$ cat src/hbc_pkg.sv
package hbc_pkg;
   // drive state of one half bridge
   typedef enum logic [1:0] {HBC_OFF, HBC_LOW, HBC_HIGH} hbc_drive_e;

   // configuration bits written by software (no bus: plain ports)
   typedef struct packed {
      logic       flag_mode_bit;
      logic       spi_control;
      logic       spi_dir_a;
      logic       spi_dir_b;
      logic       channel_enable_a;
      logic       channel_enable_b;
      logic [1:0] current_limit_select;
   } hbc_cfg_s;

   // per-stage current comparator inputs
   typedef struct packed {
      logic [1:0] ls_over_limit;
      logic [1:0] ls_over_trip;
      logic [1:0] hs_over_trip;
   } hbc_sense_s;

   // latched diagnostics
   typedef struct packed {
      logic [1:0] short_to_supply;
      logic [1:0] short_to_ground;
      logic [1:0] shorted_load;
      logic [1:0] peak_limit_flag;
      logic       overtemp_flag;
   } hbc_diag_s;

   localparam logic CFG_FLAG_MODE_RST = 1'b0;
   localparam logic CFG_CHAN_EN_RST = 1'b1;
   localparam int CLK_PERIOD_NS = 25;
   localparam int BLANKING_TIME_NS = 2000;
   localparam int RECIRCULATION_TIME_NS = 10000;
   localparam int FAULT_FILTER_TIME_NS = 1000;
   localparam int BLANK_CYC = (BLANKING_TIME_NS + CLK_PERIOD_NS - 1) / CLK_PERIOD_NS;
   localparam int RECIRC_CYC = (RECIRCULATION_TIME_NS + CLK_PERIOD_NS - 1) / CLK_PERIOD_NS;
   localparam int FILTER_CYC = (FAULT_FILTER_TIME_NS + CLK_PERIOD_NS - 1) / CLK_PERIOD_NS;
   localparam int CNT_W = 10;
endpackage

$ cat src/hbc_core.sv
`timescale 1ns/10ps
`default_nettype none
// Notes on behaviour
// - switches follow direction pins or software bits, picked by a config bit
// - enable pin active high, shared pin active low; either off gives high impedance
// - shared pin is an enable after reset; flag mode bit makes it open-drain flag
// - config ports work regardless of shared pin level or mode
// - open direction or disable pins read high, open enable reads low
// - 1/0 forward, 0/1 reverse, 0/0 both low, 1/1 both high
// - flag high in normal and limiting; low when disabled, undervoltage or lockout
// - channel enable bits reset to one; outputs follow only when both set
// - two software channel enable bits beside the enable pins
// - limit level chosen by software; trip levels scale with it
// - low side over limit for blanking time: recirculate via high side, latch flag
// - current limiting sets only its diagnostic bit, never the status flag
// - low side over trip past filter time inside blanking: lockout, short to supply
// - high side over trip past filter time: lockout, short to ground
// - both active stages over current at once: lockout, shorted load
// - overtemperature: lockout and overtemp bit
// - lockout left on enable rising with shared low, or shared falling with enable high
module hbc_core
   import hbc_pkg::*;
(
   input wire logic clk_i,
   input wire logic sys_rst_i,
   input wire logic enable_i,
   input wire logic disable_or_flag_pin_i,
   input wire logic direction_input_a_i,
   input wire logic direction_input_b_i,
   input wire hbc_cfg_s cfg_i,
   input wire logic cfg_write_i,
   input wire hbc_sense_s sense_i,
   input wire logic overtemp_i,
   input wire logic supply_undervoltage_i,
   output logic disable_or_flag_pin_o,
   output logic disable_or_flag_pin_oe_o,
   output hbc_drive_e bridge_output_a_o,
   output hbc_drive_e bridge_output_b_o,
   output hbc_cfg_s cfg_o,
   output hbc_diag_s diag_o,
   output logic lockout_o,
   output logic [1:0] trip_level_o
);
   hbc_cfg_s cfg;
   hbc_diag_s diag;
   logic lockout;
   logic en_q;
   logic dis_q;
   logic [CNT_W-1:0] blank_cnt [2];
   logic [CNT_W-1:0] ls_filt [2];
   logic [CNT_W-1:0] hs_filt [2];
   logic [CNT_W-1:0] recirc_cnt [2];
   logic [1:0] recirc;
   logic [1:0] limit_hit;
   logic [1:0] ls_fault;
   logic [1:0] hs_fault;
   logic [1:0] load_fault;
   logic dis_in;
   logic active;
   logic reenable;
   logic dir_a;
   logic dir_b;
   hbc_drive_e next_a;
   hbc_drive_e next_b;

   // config held separately from pin levels, so writes work in any pin mode
   always_ff @(posedge clk_i)
   begin
      if (sys_rst_i)
      begin
         cfg <= '0;
         cfg.flag_mode_bit <= CFG_FLAG_MODE_RST;
         cfg.channel_enable_a <= CFG_CHAN_EN_RST;
         cfg.channel_enable_b <= CFG_CHAN_EN_RST;
      end
      else if (cfg_write_i)
      begin
         cfg <= cfg_i;
      end
   end

   // in flag mode the shared pin is an output and no longer disables
   assign dis_in = cfg.flag_mode_bit ? 1'b0 : disable_or_flag_pin_i;
   assign active = enable_i && !dis_in && cfg.channel_enable_a && cfg.channel_enable_b && !lockout
      && !supply_undervoltage_i;
   assign reenable = (enable_i && !en_q && !dis_in) || (!dis_in && dis_q && enable_i);
   assign dir_a = cfg.spi_control ? cfg.spi_dir_a : direction_input_a_i;
   assign dir_b = cfg.spi_control ? cfg.spi_dir_b : direction_input_b_i;

   always_ff @(posedge clk_i)
   begin
      if (sys_rst_i)
      begin
         en_q <= 1'b0;
         dis_q <= 1'b1;
      end
      else
      begin
         en_q <= enable_i;
         dis_q <= dis_in;
      end
   end

   // per-channel limiting and fault filters; channel a pairs LS a with HS a
   genvar g;
   generate
      for (g = 0; g < 2; g++)
      begin : g_ch
         logic dir_g;
         assign dir_g = (g == 0) ? dir_a : dir_b;
         always_ff @(posedge clk_i)
         begin
            if (sys_rst_i || !active)
            begin
               blank_cnt[g] <= '0;
               ls_filt[g] <= '0;
               hs_filt[g] <= '0;
               recirc_cnt[g] <= '0;
            end
            else
            begin
               if (recirc_cnt[g] != '0)
                  recirc_cnt[g] <= recirc_cnt[g] - 1'b1;
               else if (limit_hit[g])
                  recirc_cnt[g] <= CNT_W'(RECIRC_CYC);
               if (sense_i.ls_over_limit[g] && !dir_g && recirc_cnt[g] == '0)
                  blank_cnt[g] <= (blank_cnt[g] == CNT_W'(BLANK_CYC)) ? '0 : blank_cnt[g] + 1'b1;
               else
                  blank_cnt[g] <= '0;
               if (sense_i.ls_over_trip[g] && blank_cnt[g] != '0)
                  ls_filt[g] <= ls_filt[g] + 1'b1;
               else
                  ls_filt[g] <= '0;
               if (sense_i.hs_over_trip[g] && dir_g)
                  hs_filt[g] <= hs_filt[g] + 1'b1;
               else
                  hs_filt[g] <= '0;
            end
         end
         assign recirc[g] = recirc_cnt[g] != '0;
         assign limit_hit[g] = blank_cnt[g] == CNT_W'(BLANK_CYC);
         assign ls_fault[g] = ls_filt[g] >= CNT_W'(FILTER_CYC);
         assign hs_fault[g] = hs_filt[g] >= CNT_W'(FILTER_CYC);
      end
   endgenerate

   // shorted load: active HS of one channel and active LS of the other both over current
   assign load_fault[0] = active && sense_i.hs_over_trip[0] && dir_a && sense_i.ls_over_limit[1] && !dir_b;
   assign load_fault[1] = active && sense_i.hs_over_trip[1] && dir_b && sense_i.ls_over_limit[0] && !dir_a;

   always_ff @(posedge clk_i)
   begin
      if (sys_rst_i)
      begin
         lockout <= 1'b0;
         diag <= '0;
      end
      else if (reenable && !lockout_src())
      begin
         lockout <= 1'b0;
         diag <= '0;
      end
      else
      begin
         if (lockout_src())
            lockout <= 1'b1;
         if (load_fault != '0)
            diag.shorted_load <= diag.shorted_load | load_fault;
         else
         begin
            diag.short_to_supply <= diag.short_to_supply | ls_fault;
            diag.short_to_ground <= diag.short_to_ground | hs_fault;
         end
         diag.peak_limit_flag <= diag.peak_limit_flag | limit_hit;
         diag.overtemp_flag <= diag.overtemp_flag | overtemp_i;
      end
   end

   function automatic logic lockout_src();
      lockout_src = (ls_fault != '0) || (hs_fault != '0) || (load_fault != '0) || overtemp_i;
   endfunction

   // drive decode; recirculation turns LS off and the paired HS on
   always_comb
   begin
      next_a = HBC_OFF;
      next_b = HBC_OFF;
      if (active && !lockout_src())
      begin
         next_a = (dir_a || recirc[0]) ? HBC_HIGH : HBC_LOW;
         next_b = (dir_b || recirc[1]) ? HBC_HIGH : HBC_LOW;
      end
   end

   always_ff @(posedge clk_i)
   begin
      if (sys_rst_i)
      begin
         bridge_output_a_o <= HBC_OFF;
         bridge_output_b_o <= HBC_OFF;
      end
      else
      begin
         bridge_output_a_o <= next_a;
         bridge_output_b_o <= next_b;
      end
   end

   // open drain flag: pulled low when off, undervoltage or locked out, never for limiting
   always_ff @(posedge clk_i)
   begin
      if (sys_rst_i)
      begin
         disable_or_flag_pin_o <= 1'b0;
         disable_or_flag_pin_oe_o <= 1'b0;
      end
      else
      begin
         disable_or_flag_pin_o <= 1'b0;
         disable_or_flag_pin_oe_o <= cfg.flag_mode_bit && (!enable_i || supply_undervoltage_i || lockout
            || lockout_src());
      end
   end

   always_ff @(posedge clk_i)
   begin
      if (sys_rst_i)
      begin
         // copies start from the same reset state as the live registers
         cfg_o <= '0;
         cfg_o.flag_mode_bit <= CFG_FLAG_MODE_RST;
         cfg_o.channel_enable_a <= CFG_CHAN_EN_RST;
         cfg_o.channel_enable_b <= CFG_CHAN_EN_RST;
         diag_o <= '0;
         lockout_o <= 1'b0;
         trip_level_o <= '0;
      end
      else
      begin
         cfg_o <= cfg;
         diag_o <= diag;
         lockout_o <= lockout;
         trip_level_o <= cfg.current_limit_select;
      end
   end

   property p_lock_off;
      @(posedge clk_i) disable iff (sys_rst_i)
         lockout |=> bridge_output_a_o == HBC_OFF && bridge_output_b_o == HBC_OFF;
   endproperty
   a_lock_off: assert property (p_lock_off) else $error("outputs driven during lockout");
   property p_fwd;
      @(posedge clk_i) disable iff (sys_rst_i)
         active && !lockout_src() && dir_a && !dir_b && !recirc[1] |=> bridge_output_a_o == HBC_HIGH
         && bridge_output_b_o == HBC_LOW;
   endproperty
   a_fwd: assert property (p_fwd) else $error("forward decode wrong");
   property p_dis;
      @(posedge clk_i) disable iff (sys_rst_i) !enable_i |=> bridge_output_a_o == HBC_OFF;
   endproperty
   a_dis: assert property (p_dis) else $error("output active while disabled");
   property p_flag;
      @(posedge clk_i) disable iff (sys_rst_i) !cfg.flag_mode_bit |=> !disable_or_flag_pin_oe_o;
   endproperty
   a_flag: assert property (p_flag) else $error("pin driven in enable mode");
   property p_ot;
      @(posedge clk_i) disable iff (sys_rst_i) overtemp_i |=> lockout && diag.overtemp_flag;
   endproperty
   a_ot: assert property (p_ot) else $error("overtemp not latched");
   property p_hold;
      @(posedge clk_i) disable iff (sys_rst_i) lockout && !reenable |=> lockout;
   endproperty
   a_hold: assert property (p_hold) else $error("lockout left without re-enable");
   property p_lim;
      @(posedge clk_i) disable iff (sys_rst_i) limit_hit != 2'b00 && active
         |=> (recirc & $past(limit_hit)) == $past(limit_hit)
         && (diag.peak_limit_flag & $past(limit_hit)) == $past(limit_hit);
   endproperty
   a_lim: assert property (p_lim) else $error("limit not handled");
   property p_chan;
      @(posedge clk_i) disable iff (sys_rst_i) !cfg.channel_enable_a |=> bridge_output_b_o == HBC_OFF;
   endproperty
   a_chan: assert property (p_chan) else $error("output active with channel off");
   // limiting alone must never pull the shared pin low
   property p_lim_no_flag;
      @(posedge clk_i) disable iff (sys_rst_i)
         limit_hit != 2'b00 && active && !lockout_src() |=> !disable_or_flag_pin_oe_o;
   endproperty
   a_lim_no_flag: assert property (p_lim_no_flag) else $error("flag raised by current limiting");
   property p_rev;
      @(posedge clk_i) disable iff (sys_rst_i)
         active && !lockout_src() && !dir_a && dir_b && !recirc[0] |=> bridge_output_a_o == HBC_LOW
         && bridge_output_b_o == HBC_HIGH;
   endproperty
   a_rev: assert property (p_rev) else $error("reverse decode wrong");
   property p_short_sup;
      @(posedge clk_i) disable iff (sys_rst_i) ls_fault != 2'b00 && load_fault == 2'b00
         |=> lockout && (diag.short_to_supply & $past(ls_fault)) == $past(ls_fault);
   endproperty
   a_short_sup: assert property (p_short_sup) else $error("low side trip not latched");
   property p_short_gnd;
      @(posedge clk_i) disable iff (sys_rst_i) hs_fault != 2'b00 && load_fault == 2'b00
         |=> lockout && (diag.short_to_ground & $past(hs_fault)) == $past(hs_fault);
   endproperty
   a_short_gnd: assert property (p_short_gnd) else $error("high side trip not latched");
   property p_load;
      @(posedge clk_i) disable iff (sys_rst_i) load_fault != 2'b00
         |=> lockout && (diag.shorted_load & $past(load_fault)) == $past(load_fault);
   endproperty
   a_load: assert property (p_load) else $error("shorted load not latched");
endmodule
`default_nettype wire

$ cat config.mk
export PLATFORM = sky130hd
export DESIGN_NAME = hbc_core
export DESIGN_NICKNAME = d
export VERILOG_FILES = /design/src/hbc_pkg.sv /design/src/hbc_core.sv
export SDC_FILE = /design/constraint.sdc
export NUM_CORES = 1
export LEC_CHECK = 0
export BUFFER_PORTS_ARGS = -buffer_cell sky130_fd_sc_hd__buf_2
export CAP_MARGIN = 20
export CORE_UTILIZATION = 45
export CTS_BUF_LIST = sky130_fd_sc_hd__clkbuf_16
export DETAILED_ROUTE_END_ITERATION = 10
export PLACE_DENSITY_LB_ADDON = 0.1
export SYNTH_ARGS = -nofsm -noshare
export SYNTH_HDL_FRONTEND = slang
export SYNTH_SLANG_ARGS = --single-unit
$ cat constraint.sdc
create_clock -name clk_i -period 3.2 [get_ports clk_i]
set_clock_uncertainty 0.05 [all_clocks]
set_input_delay 0.16 -clock clk_i [delete_from_list [all_inputs] [get_ports clk_i]]
set_output_delay 0.16 -clock clk_i [all_outputs]
set_load 0.1 [all_outputs]
==> flow_summary.ini, run 1 <==
[route]
vias = 3792
wl_mm = 10.19
drc = 0
routedWlPerCell_um = 12.38
antenna_left = 0
dr.pass1.iters = 4
via_per_inst = 4.608
drtIter0Drc = 129

[power]
pwr-share-comb_pct = 7.6
p_sw_share_pct = 22.96
power.leakage_nw = 2.906
p_int_mw = 2.960
seqPwrFrac_pct = 46.6
clkPwrFrac_pct = 45.9
power.density_nw_per_um2 = 552.1
p_sw_mw = 0.8822
peakVddDrop_uv = 324.9

[setup_path]
start_kind = flip-flop
startpoint = recirc_cnt[1][0]$_SDFFCE_PP0P_
path_cells = inv_1 -> ha_1 -> or4b_4 -> nor3_4 -> nand3_2 -> or2_1 -> nor2_1
path_max_fanout = 11
slowest_delay_ps = 530
end_kind = flip-flop
arrival_ps = 2830
required_ps = 3420
cp_slowest_cell = or4b_4
regToRegStartpoint = recirc_cnt[1][0]$_SDFFCE_PP0P_
crit_type = flip-flop to flip-flop

[sta]
rsz0062_at_grt = no
max_freq_mhz = 383.4
tightest_slew_ps = 767.0
finalHoldViolCount = 0
layout_min_cycle_time_ps = 2608
finalSetupViolations = 0
setup-tns-final_ps = 0
max-slew-margin-rel_pct = 48.78
period_share_pct = 81.51
drv_slew = 0

[synthesis]
synth_seq_area_share_pct = 57.46
yosys-top-cells-area = edfxtp_1 42%, dfxtp_1 15%, nor2_1 6.3%
synth_top_area_share_pct = 42.30
syn_area_sq_um = 5679
yosysUniqueCellTypes = 46
synth_edf_count = 80
ys.flop_type = edfxtp_1
synth_top_cell_by_area = edfxtp_1
syn_inst = 513
ys_async_sr_fraction_pct = 0
yosys_warnings = 0
avgSynthCellArea_sq_um = 11.07
ys_seq_elements = 123

[hold_path]
min_from = supply_undervoltage_i
hp-class = input port to flip-flop

[final_layout]
nNetsFinal = 679
drive_gt1_share_pct = 13.74
antenna_cells = 0
final_cell_mix = 95 x nor2_1, 80 x edfxtp_1, 61 x conb_1, 47 x buf_2, 43 x dfxtp_1
n_fill_cell = 1074
layout_commonest_cell = nor2_1
syn_to_final_growth_pct = 22.56
utilization_pct = 57.23

[grt]
met1_usage_pct = 22.21
grt_overflow = 0
use_met2_pct = 26.99
grt_pass1_vias = 3623
grt_util_all_layers_pct = 17.44
grt_use_met3_pct = 4.341
antenna_found_initial = 0
grt_pass1_wl_mm = 17.06
grt_max_degree = 31
gr-max-usage-layer = met2

[clock_network]
cts_tree = yes
cts_buffers = 17
clkSlewWorstSetupHoldPaths_ps = 50
insertion_delay_ps = 420
htree_levels = 4
clock_path_buffers = 2
cts_sinks = 123
cts_resized = 0
cts_root_buf = clkbuf_16

[placement]
portBuffers = 47
place_hpwl_mm = 7.140
place.gp.congestion = 0.7608

[die]
die_y_um = 114.3
die_area_sq_um = 13070
initial_core_util_pct = 46.70
rows = 40
core_sq_um = 12160
fp.dieW_um = 114.3
num_io_pins = 49

[run_status]
outcome = finished, final reports clean

[flow_run]
max_cap_viol_count = 0
==> worst paths after layout <==
check / endpoint / slack (ps) / depth (start not counted)
max: blank_cnt[1][7]$_SDFFCE_PP0P_ / 590 / 7
min: disable_or_flag_pin_oe_o$_SDFF_PP0_ / 40 / 3
max reg2reg: blank_cnt[1][7]$_SDFFCE_PP0P_ / 590 / 7
min reg2reg: diag_o[2]$_SDFF_PP0_ / 390 / 2
==> kinds of logic after synthesis <==
| family | synth area share (%) |
|---|---|
| simple gates | 21.74 |
| mux | 1.608 |
| fa+ha+maj | 3.084 |
| xor+xnor | 9.407 |
| flops | 57.46 |
| other cells | 0.1322 |
| compound gates | 3.988 |
| buf+inv | 2.577 |
==> registers in the layout, summed over array words and instances, names as in the netlist <==
| register | cells |
|---|---|
| lockout_o | 1 |
| cfg | 8 |
| disable_or_flag_pin_oe_o | 1 |
| dis_q | 1 |
| bridge_output_a_o | 2 |
| diag_o | 9 |
| en_q | 1 |
| hs_filt | 20 |
| recirc_cnt | 20 |
| diag | 9 |
| lockout | 1 |
| bridge_output_b_o | 2 |
| blank_cnt | 20 |
| cfg_o | 8 |
| ls_filt | 20 |
==> area by class of cell <==
class,instances,area (sq um),share of cell area (%)
Clock inverter,15,116.4,1.672
Inverter,23,86.33,1.240
Sequential cell,123,3263,46.88
Multi-Input combinational cell,416,2491,35.79
Timing Repair Buffer,61,367.9,5.285
Tap cell,168,210.2,3.020
Clock buffer,17,425.4,6.112
==> stage by stage <==
stage	hold WS [ps]	worst slack (ps)	std cells	power (mW)	instance area [sq um]
final	37.36	591.6	823	3.843	6960
after global routing	41.76	447.8	823	3.979	6960
after CTS	24.23	560.4	823	3.882	6960
after detailed placement	322.1	595.8	780	2.099	6309
after global placement	319.3	713.3	780	2.097	6309
after floorplan	232.4	763.8	572	2.038	5901
==> layer usage <==
layer,share of wire [%],vias up
met5,0,-
met4,2.5,0
met3,3.1,18
met2,46,54
met1,49,1751
li1,-,1969
==> critical path, delay by kind of cell (launching register included) <==
| kind | cells | cell delay [ps] |
|---|---|---|
| buf+inv | 1 | 90 |
| flops | 1 | 430 |
| fa+ha+maj | 1 | 210 |
| simple gates | 5 | 1680 |
==> timing repair <==
| item | 4_1_cts | 5_1_grt |
|---|---|---|
| endpoints found under the hold margin | 11 | 0 |
| setup endpoints to repair | 0 | 0 |
| setup buffers | 0 | 0 |
| hold buffers | 11 | 0 |
==> cells in the mapped netlist (all sizes together), types with 3 or more instances <==
cell,number
o21a,6
xnor2,33
and2,3
nor2,95
clkbuf,3
nand3b,3
o21ai,8
xor2,28
buf,7
inv,23
or3,3
mux2i,8
nand4,5
edfxtp,80
nand2b,3
dfxtp,43
nand3,22
nor4b,3
nand2,30
nor4,8
a21oi,10
ha,14
nor2b,22
or2,5
and3,16
and4,5
nor3,9
or4b,3
==> power groups by stage <==
| stage | registers (mW) | clock network [mW] | logic (mW) |
|---|---|---|---|
| 2_1_floorplan | 1.87 | 0 | 0.164 |
| 3_3_place_gp | 1.82 | 0 | 0.278 |
| 3_5_place_dp | 1.82 | 0 | 0.279 |
| 4_1_cts | 1.79 | 1.80 | 0.292 |
| 5_1_grt | 1.80 | 1.86 | 0.318 |
| 6_report | 1.79 | 1.76 | 0.291 |
(Power assumes the default switching activity.)
==> run 2: changes to the inputs <==
Settings changed: ABC_AREA set to 1.
Clock period 3.2 ns to 2.6 ns, I/O delays scaled along.
==> run 2 against run 1 <==
Net effect:
- synthesized cell count rose by 27%
- sequential share of layout area down 3.7 points
- routed wire length is 10% higher
- combinational power is 48% higher
- clock power increased by 37%
- global-route usage rose by 0.19 points
- cell count rose by 19%
- clock-buffer cell count rose by 2
- critical endpoint is now recirc_cnt[1][8]$_SDFFCE_PN0P_
- largest power group is now the clock network
==> flow_summary.ini, run 2 <==
[run_status]
outcome = finished, final reports clean

[setup_path]
cp_slowest_cell = nand3_1
start_kind = flip-flop
slowest_delay_ps = 440
r2r_end = recirc_cnt[1][8]$_SDFFCE_PN0P_
required_ps = 2570
arrival_ps = 2070
ff2ff_setup_slack_ps = 500
endpoint = recirc_cnt[1][8]$_SDFFCE_PN0P_
path_depth = 5
startpoint = recirc_cnt[1][0]$_SDFFCE_PP0P_
cp_num_buf_inv = 1
cp_top_family = simple AND/OR/NAND/NOR gates
path_max_fanout = 10
crit_type = flip-flop to flip-flop
r2r_cells = 5
end_kind = flip-flop
regToRegStartpoint = recirc_cnt[1][0]$_SDFFCE_PP0P_
path_cells = inv_1 -> ha_1 -> nand4_1 -> nor3_4 -> nand3_1

[synthesis]
syn_inst = 653
avgSynthCellArea_sq_um = 9.410
post-synth-top-count-cell = inv_1
synth_top_area_share_pct = 39.10
synth_edf_count = 80
synth_seq_area_share_pct = 53.11
yosysUniqueCellTypes = 43
ys_seq_elements = 123
synth_top_cell_by_area = edfxtp_1
yosys-top-cells-area = edfxtp_1 39%, dfxtp_1 14%, inv_1 6.4%
ys.flop_type = edfxtp_1
syn_area_sq_um = 6145
synth_common_cells = 105 x inv_1, 102 x nor2_1, 80 x edfxtp_1
yosys_warnings = 0
ys_async_sr_fraction_pct = 0

[sta]
finalHoldViolCount = 0
layout_min_cycle_time_ps = 2097
setup-tns-final_ps = 0
drv_slew = 0
period_share_pct = 80.65
worst_slack_ps = 503.0
max-slew-margin-rel_pct = 64.71
max_freq_mhz = 476.9
finalSetupViolations = 0
tightest_slew_ps = 528.0
rsz0062_at_grt = no

[hold_path]
hp-class = input port to flip-flop

[grt]
grt_util_all_layers_pct = 17.64
grt_pass1_wl_mm = 19.27
antenna_found_initial = 0
grt_max_degree = 20
grt_overflow = 0
grt_pass1_vias = 4280

[final_layout]
multi_input_area_sq_um = 2628
layout_commonest_cell = inv_1
utilization_pct = 56.84
drive_gt1_share_pct = 18.75
seqCellArea_sq_um = 3263
nNetsFinal = 824
n_fill_cell = 1210
stdcell_count = 976
final_cell_mix = 106 x inv_1, 102 x nor2_1, 80 x edfxtp_1, 61 x conb_1, 60 x nand2_1
antenna_cells = 0
syn_to_final_growth_pct = 22.99

[route]
dr.pass1.iters = 4
vias = 4369
via_per_inst = 4.476
drtIter0Drc = 227
drc = 0
wl_mm = 11.26
routedWlPerCell_um = 11.53
antenna_left = 0

[clock_network]
cts_resized = 0
cts_root_buf = clkbuf_16
insertion_delay_ps = 410
cts_tree = yes
clkSlewWorstSetupHoldPaths_ps = 50
clock_path_buffers = 2
htree_levels = 4
cts_sinks = 123
cts_buffers = 17

[flow_run]
max_cap_viol_count = 0

[die]
die_y_um = 118.9
num_io_pins = 49
die_area_sq_um = 14130
initial_core_util_pct = 46.22
fp.dieW_um = 118.9
rows = 42
core_sq_um = 13300

[placement]
place_hpwl_mm = 8.122
dp_slack_ps = 503.9
portBuffers = 47
placed_cells = 930
place.gp.congestion = 0.8301

[power]
peakVddDrop_uv = 410.2
power.leakage_nw = 3.406
power.density_nw_per_um2 = 668.9
## run 2: cell types whose count changed after synthesis, moves of 14 or more
| cell | delta |
|---|---|
| nor2b_1 | -22 |
| nor3_1 | +14 |
| nand2_1 | +30 |
| and3_1 | -16 |
| a21oi_1 | +16 |
| inv_1 | +82 |
| nor2_2 | +24 |
| xnor2_1 | -20 |
## run 2: worst register-to-register path: cells and delay by family (launching register included)
kind | cells | cell delay (ps)
buffers and inverters | 1 | 90
flip-flops | 1 | 390
adder cells (fa/ha/maj) | 1 | 190
AND/OR/NAND/NOR | 3 | 1000
## run 2: repair_timing
| action | CTS | global route |
|---|---|---|
| hold buffers | 14 | 0 |
| setup buffers | 0 | 0 |
| hold endpoints to repair | 10 | 0 |
## run 2: how the worst min path moves through the flow
stage,to,from,slack (ps),cells past startpoint
global placement,cfg[3]$_SDFFE_PP1P_,cfg_i[3],300,3
floorplan,cfg[2]$_SDFFE_PP1P_,cfg_write_i,190,1
detailed placement,cfg[3]$_SDFFE_PP1P_,cfg_i[3],300,3
finish,disable_or_flag_pin_oe_o$_SDFF_PP0_,supply_undervoltage_i,10,5
CTS,disable_or_flag_pin_oe_o$_SDFF_PP0_,supply_undervoltage_i,3,5
global route,cfg[4]$_SDFFE_PP0P_,cfg_i[4],20,3
## run 2: cells by family after synthesis
| kind of cell | after synthesis | share of synthesized area [%] |
|---|---|---|
| simple gates | 300 | 25.62 |
| flops | 123 | 53.11 |
| buf+inv | 120 | 7.738 |
| compound gates | 57 | 5.294 |
| xor+xnor | 37 | 5.274 |
| fa+ha+maj | 14 | 2.851 |
| other cells | 2 | 0.1222 |
## run 2: final cells by class
class,instances,share of cell area (%)
Sequential cell,123,43.18
Multi-Input combinational cell,469,34.77
Clock buffer,19,6.291
Inverter,113,5.778
Timing Repair Buffer,63,5.166
Tap cell,176,2.914
Clock inverter,13,1.904
## run 2: per-layer routing
metal,vias up,track usage (%),wire (um)
met2,49,29.28,5312
met3,9,4.933,348
li1,2318,-,-
met4,0,5.696,125
met5,-,0,0
met1,1993,22.18,5472
## run 2: report_power, final
part	internal (mW)	switching, mW
clock network	1.60	0.821
logic	0.125	0.307
registers	2.15	0.0508
## run 2: per-stage QoR
| stage | hold slack (ps) | total power, mW | area [sq um] |
|---|---|---|---|
| floorplan | 191.0 | 2.565 | 6366 |
| global placement | 299.4 | 2.645 | 6798 |
| detailed placement | 299.8 | 2.650 | 6798 |
| CTS | 3.021 | 5.110 | 7557 |
| global route | 16.63 | 5.251 | 7557 |
| finish | 13.97 | 5.055 | 7557 |
==> run 3: changes to the inputs <==
Clock period 2.6 ns to 2 ns, I/O delays scaled along.
==> run 3 against run 2 <==
Net effect:
- total power grew 27%
- non-clock buffer count grew 11
- clock-buffer cell count shrank 2
- final area grew 0.81%
- first-iteration DRC count grew 2.2%
- sequential share of layout area shrank 0.35 points
- worst setup slack lost 360 ps
- combinational power grew 40%
- register-to-register slack lost 340 ps
- largest cell class unchanged
- highest routed layer unchanged
==> flow_summary.ini, run 3 (same netlist as run 2, synthesis figures left out) <==
[die]
core_sq_um = 13300
fp.dieW_um = 118.9
die_y_um = 118.9
initial_core_util_pct = 46.22
num_io_pins = 49
die_area_sq_um = 14130
rows = 42

[final_layout]
stdcell_count = 988
nNetsFinal = 836
final_cell_mix = 108 x inv_1, 102 x nor2_1, 80 x edfxtp_1, 61 x conb_1, 58 x nand2_1
antenna_cells = 0
multi_input_area_sq_um = 2655
seqCellArea_sq_um = 3263
n_fill_cell = 1190
syn_to_final_growth_pct = 23.99
drive_gt1_share_pct = 19.58
layout_commonest_cell = inv_1

[flow_run]
max_cap_viol_count = 0

[route]
dr.pass1.iters = 4
vias = 4497
routedWlPerCell_um = 11.91
drtIter0Drc = 232
wl_mm = 11.76
antenna_left = 0
via_per_inst = 4.552
drc = 0

[sta]
tightest_slew_ps = 525.7
layout_min_cycle_time_ps = 1856
drv_slew = 0
max-slew-margin-rel_pct = 64.87
finalSetupViolations = 0
rsz0062_at_grt = no
finalHoldViolCount = 0
period_share_pct = 92.80
max_freq_mhz = 538.8
setup-tns-final_ps = 0

[power]
power.density_nw_per_um2 = 842.7
peakVddDrop_uv = 435.4
power.leakage_nw = 3.455
power.total_mw = 6.420

[setup_path]
arrival_ps = 2100
end_kind = flip-flop
start_kind = input port
regToRegStartpoint = blank_cnt[1][0]$_SDFFCE_PP0P_
required_ps = 2250
crit_type = input port to flip-flop
r2r_cells = 6
path_max_fanout = 1
r2r_end = recirc_cnt[1][3]$_SDFFCE_PP0P_
ff2ff_setup_slack_ps = 160

[clock_network]
insertion_delay_ps = 420
clock_path_buffers = 2
cts_root_buf = clkbuf_16
clkSlewWorstSetupHoldPaths_ps = 60
cts_tree = yes
cts_sinks = 123
cts_buffers = 17
htree_levels = 4

[grt]
grt_pass1_vias = 4329
grt_pass1_wl_mm = 19.49
grt_util_all_layers_pct = 17.94
antenna_found_initial = 0
grt_overflow = 0
grt_max_degree = 20

[hold_path]
hold_path_depth = 6
min_from = direction_input_a_i
hold_end = bridge_output_a_o[0]$_SDFF_PP0_
hp-class = input port to flip-flop

[placement]
portBuffers = 47
place_hpwl_mm = 8.320
placed_cells = 935
place.gp.congestion = 0.7989

[run_status]
outcome = finished, final reports clean
## run 3: changes by cell type in the layout (fill, tap and decap cells not counted), sizes merged
| cell | before | now |
|---|---|---|
| inv | 112 | 113 |
| clkinv | 8 | 12 |
| dlygate4sd3 | 14 | 16 |
| nand3 | 41 | 42 |
| clkbuf | 19 | 17 |
| clkinvlp | 3 | 0 |
| buf | 49 | 58 |
## run 3: through the flow
stage          worst slack [ps]  hold slack [ps]  util, %  area, sq um
6_report                  143.9            79.75    57.30         7619
5_1_grt                   3.216            111.4    57.30         7619
4_1_cts                   1.953            69.58    56.87         7561
3_5_place_dp              10.16            279.0    51.41         6835
3_3_place_gp              95.38            266.0    51.41         6835
2_1_floorplan             160.1            161.0        -         6366
## run 3: report_power, final
group	total (mW)	internal [mW]	switching [mW]
clock network	2.96	1.91	1.05
registers	2.86	2.79	0.0641
logic	0.604	0.186	0.418
total	6.42	4.89	1.53
## run 3: layout make-up
class                      instances  area share, %
tap                              176          2.890
inverter                         113          5.732
timing repair buffer              74          6.274
sequential                       123          42.83
clock inverter                    15          1.839
multi-input combinational        470          34.85
clock buffer                      17          5.584
## run 3: what timing repair did
item / CTS / global route
hold buffers: 16 / 0
endpoints found under the setup margin: 0 / 39
gates resized for setup: 0 / 4
hold endpoints to repair: 12 / 0
setup buffers: 0 / 4
## run 3: worst max-delay path by stage
stage,from,to,slack (ps),depth (start not counted)
global placement,recirc_cnt[0][0]$_SDFFCE_PP0P_,recirc_cnt[0][3]$_SDFFCE_PP0P_,100,7
finish,cfg_i[2],cfg[2]$_SDFFE_PP1P_,140,6
CTS,recirc_cnt[1][0]$_SDFFCE_PP0P_,recirc_cnt[1][5]$_SDFFCE_PP0P_,2,7
floorplan,blank_cnt[1][0]$_SDFFCE_PP0P_,recirc_cnt[1][0]$_SDFFCE_PP0P_,160,5
global route,recirc_cnt[1][0]$_SDFFCE_PP0P_,recirc_cnt[1][8]$_SDFFCE_PN0P_,3,7
detailed placement,recirc_cnt[1][0]$_SDFFCE_PP0P_,recirc_cnt[1][5]$_SDFFCE_PP0P_,10,7
## run 3: worst max-delay path, cell delays in order
cell and delay [ps]:
dlygate4sd3_1 540, buf_2 130, a21oi_1 140, dlygate4sd3_1 570, o21ai_0 80, dlygate4sd3_1 550
## run 3: metal layers
| metal | track usage, % | routed length [um] |
|---|---|---|
| met2 | 28.95 | 5615 |
| met1 | 21.94 | 5541 |
| met4 | 9.731 | 252 |
| met5 | 0 | 0 |
| met3 | 4.693 | 354 |
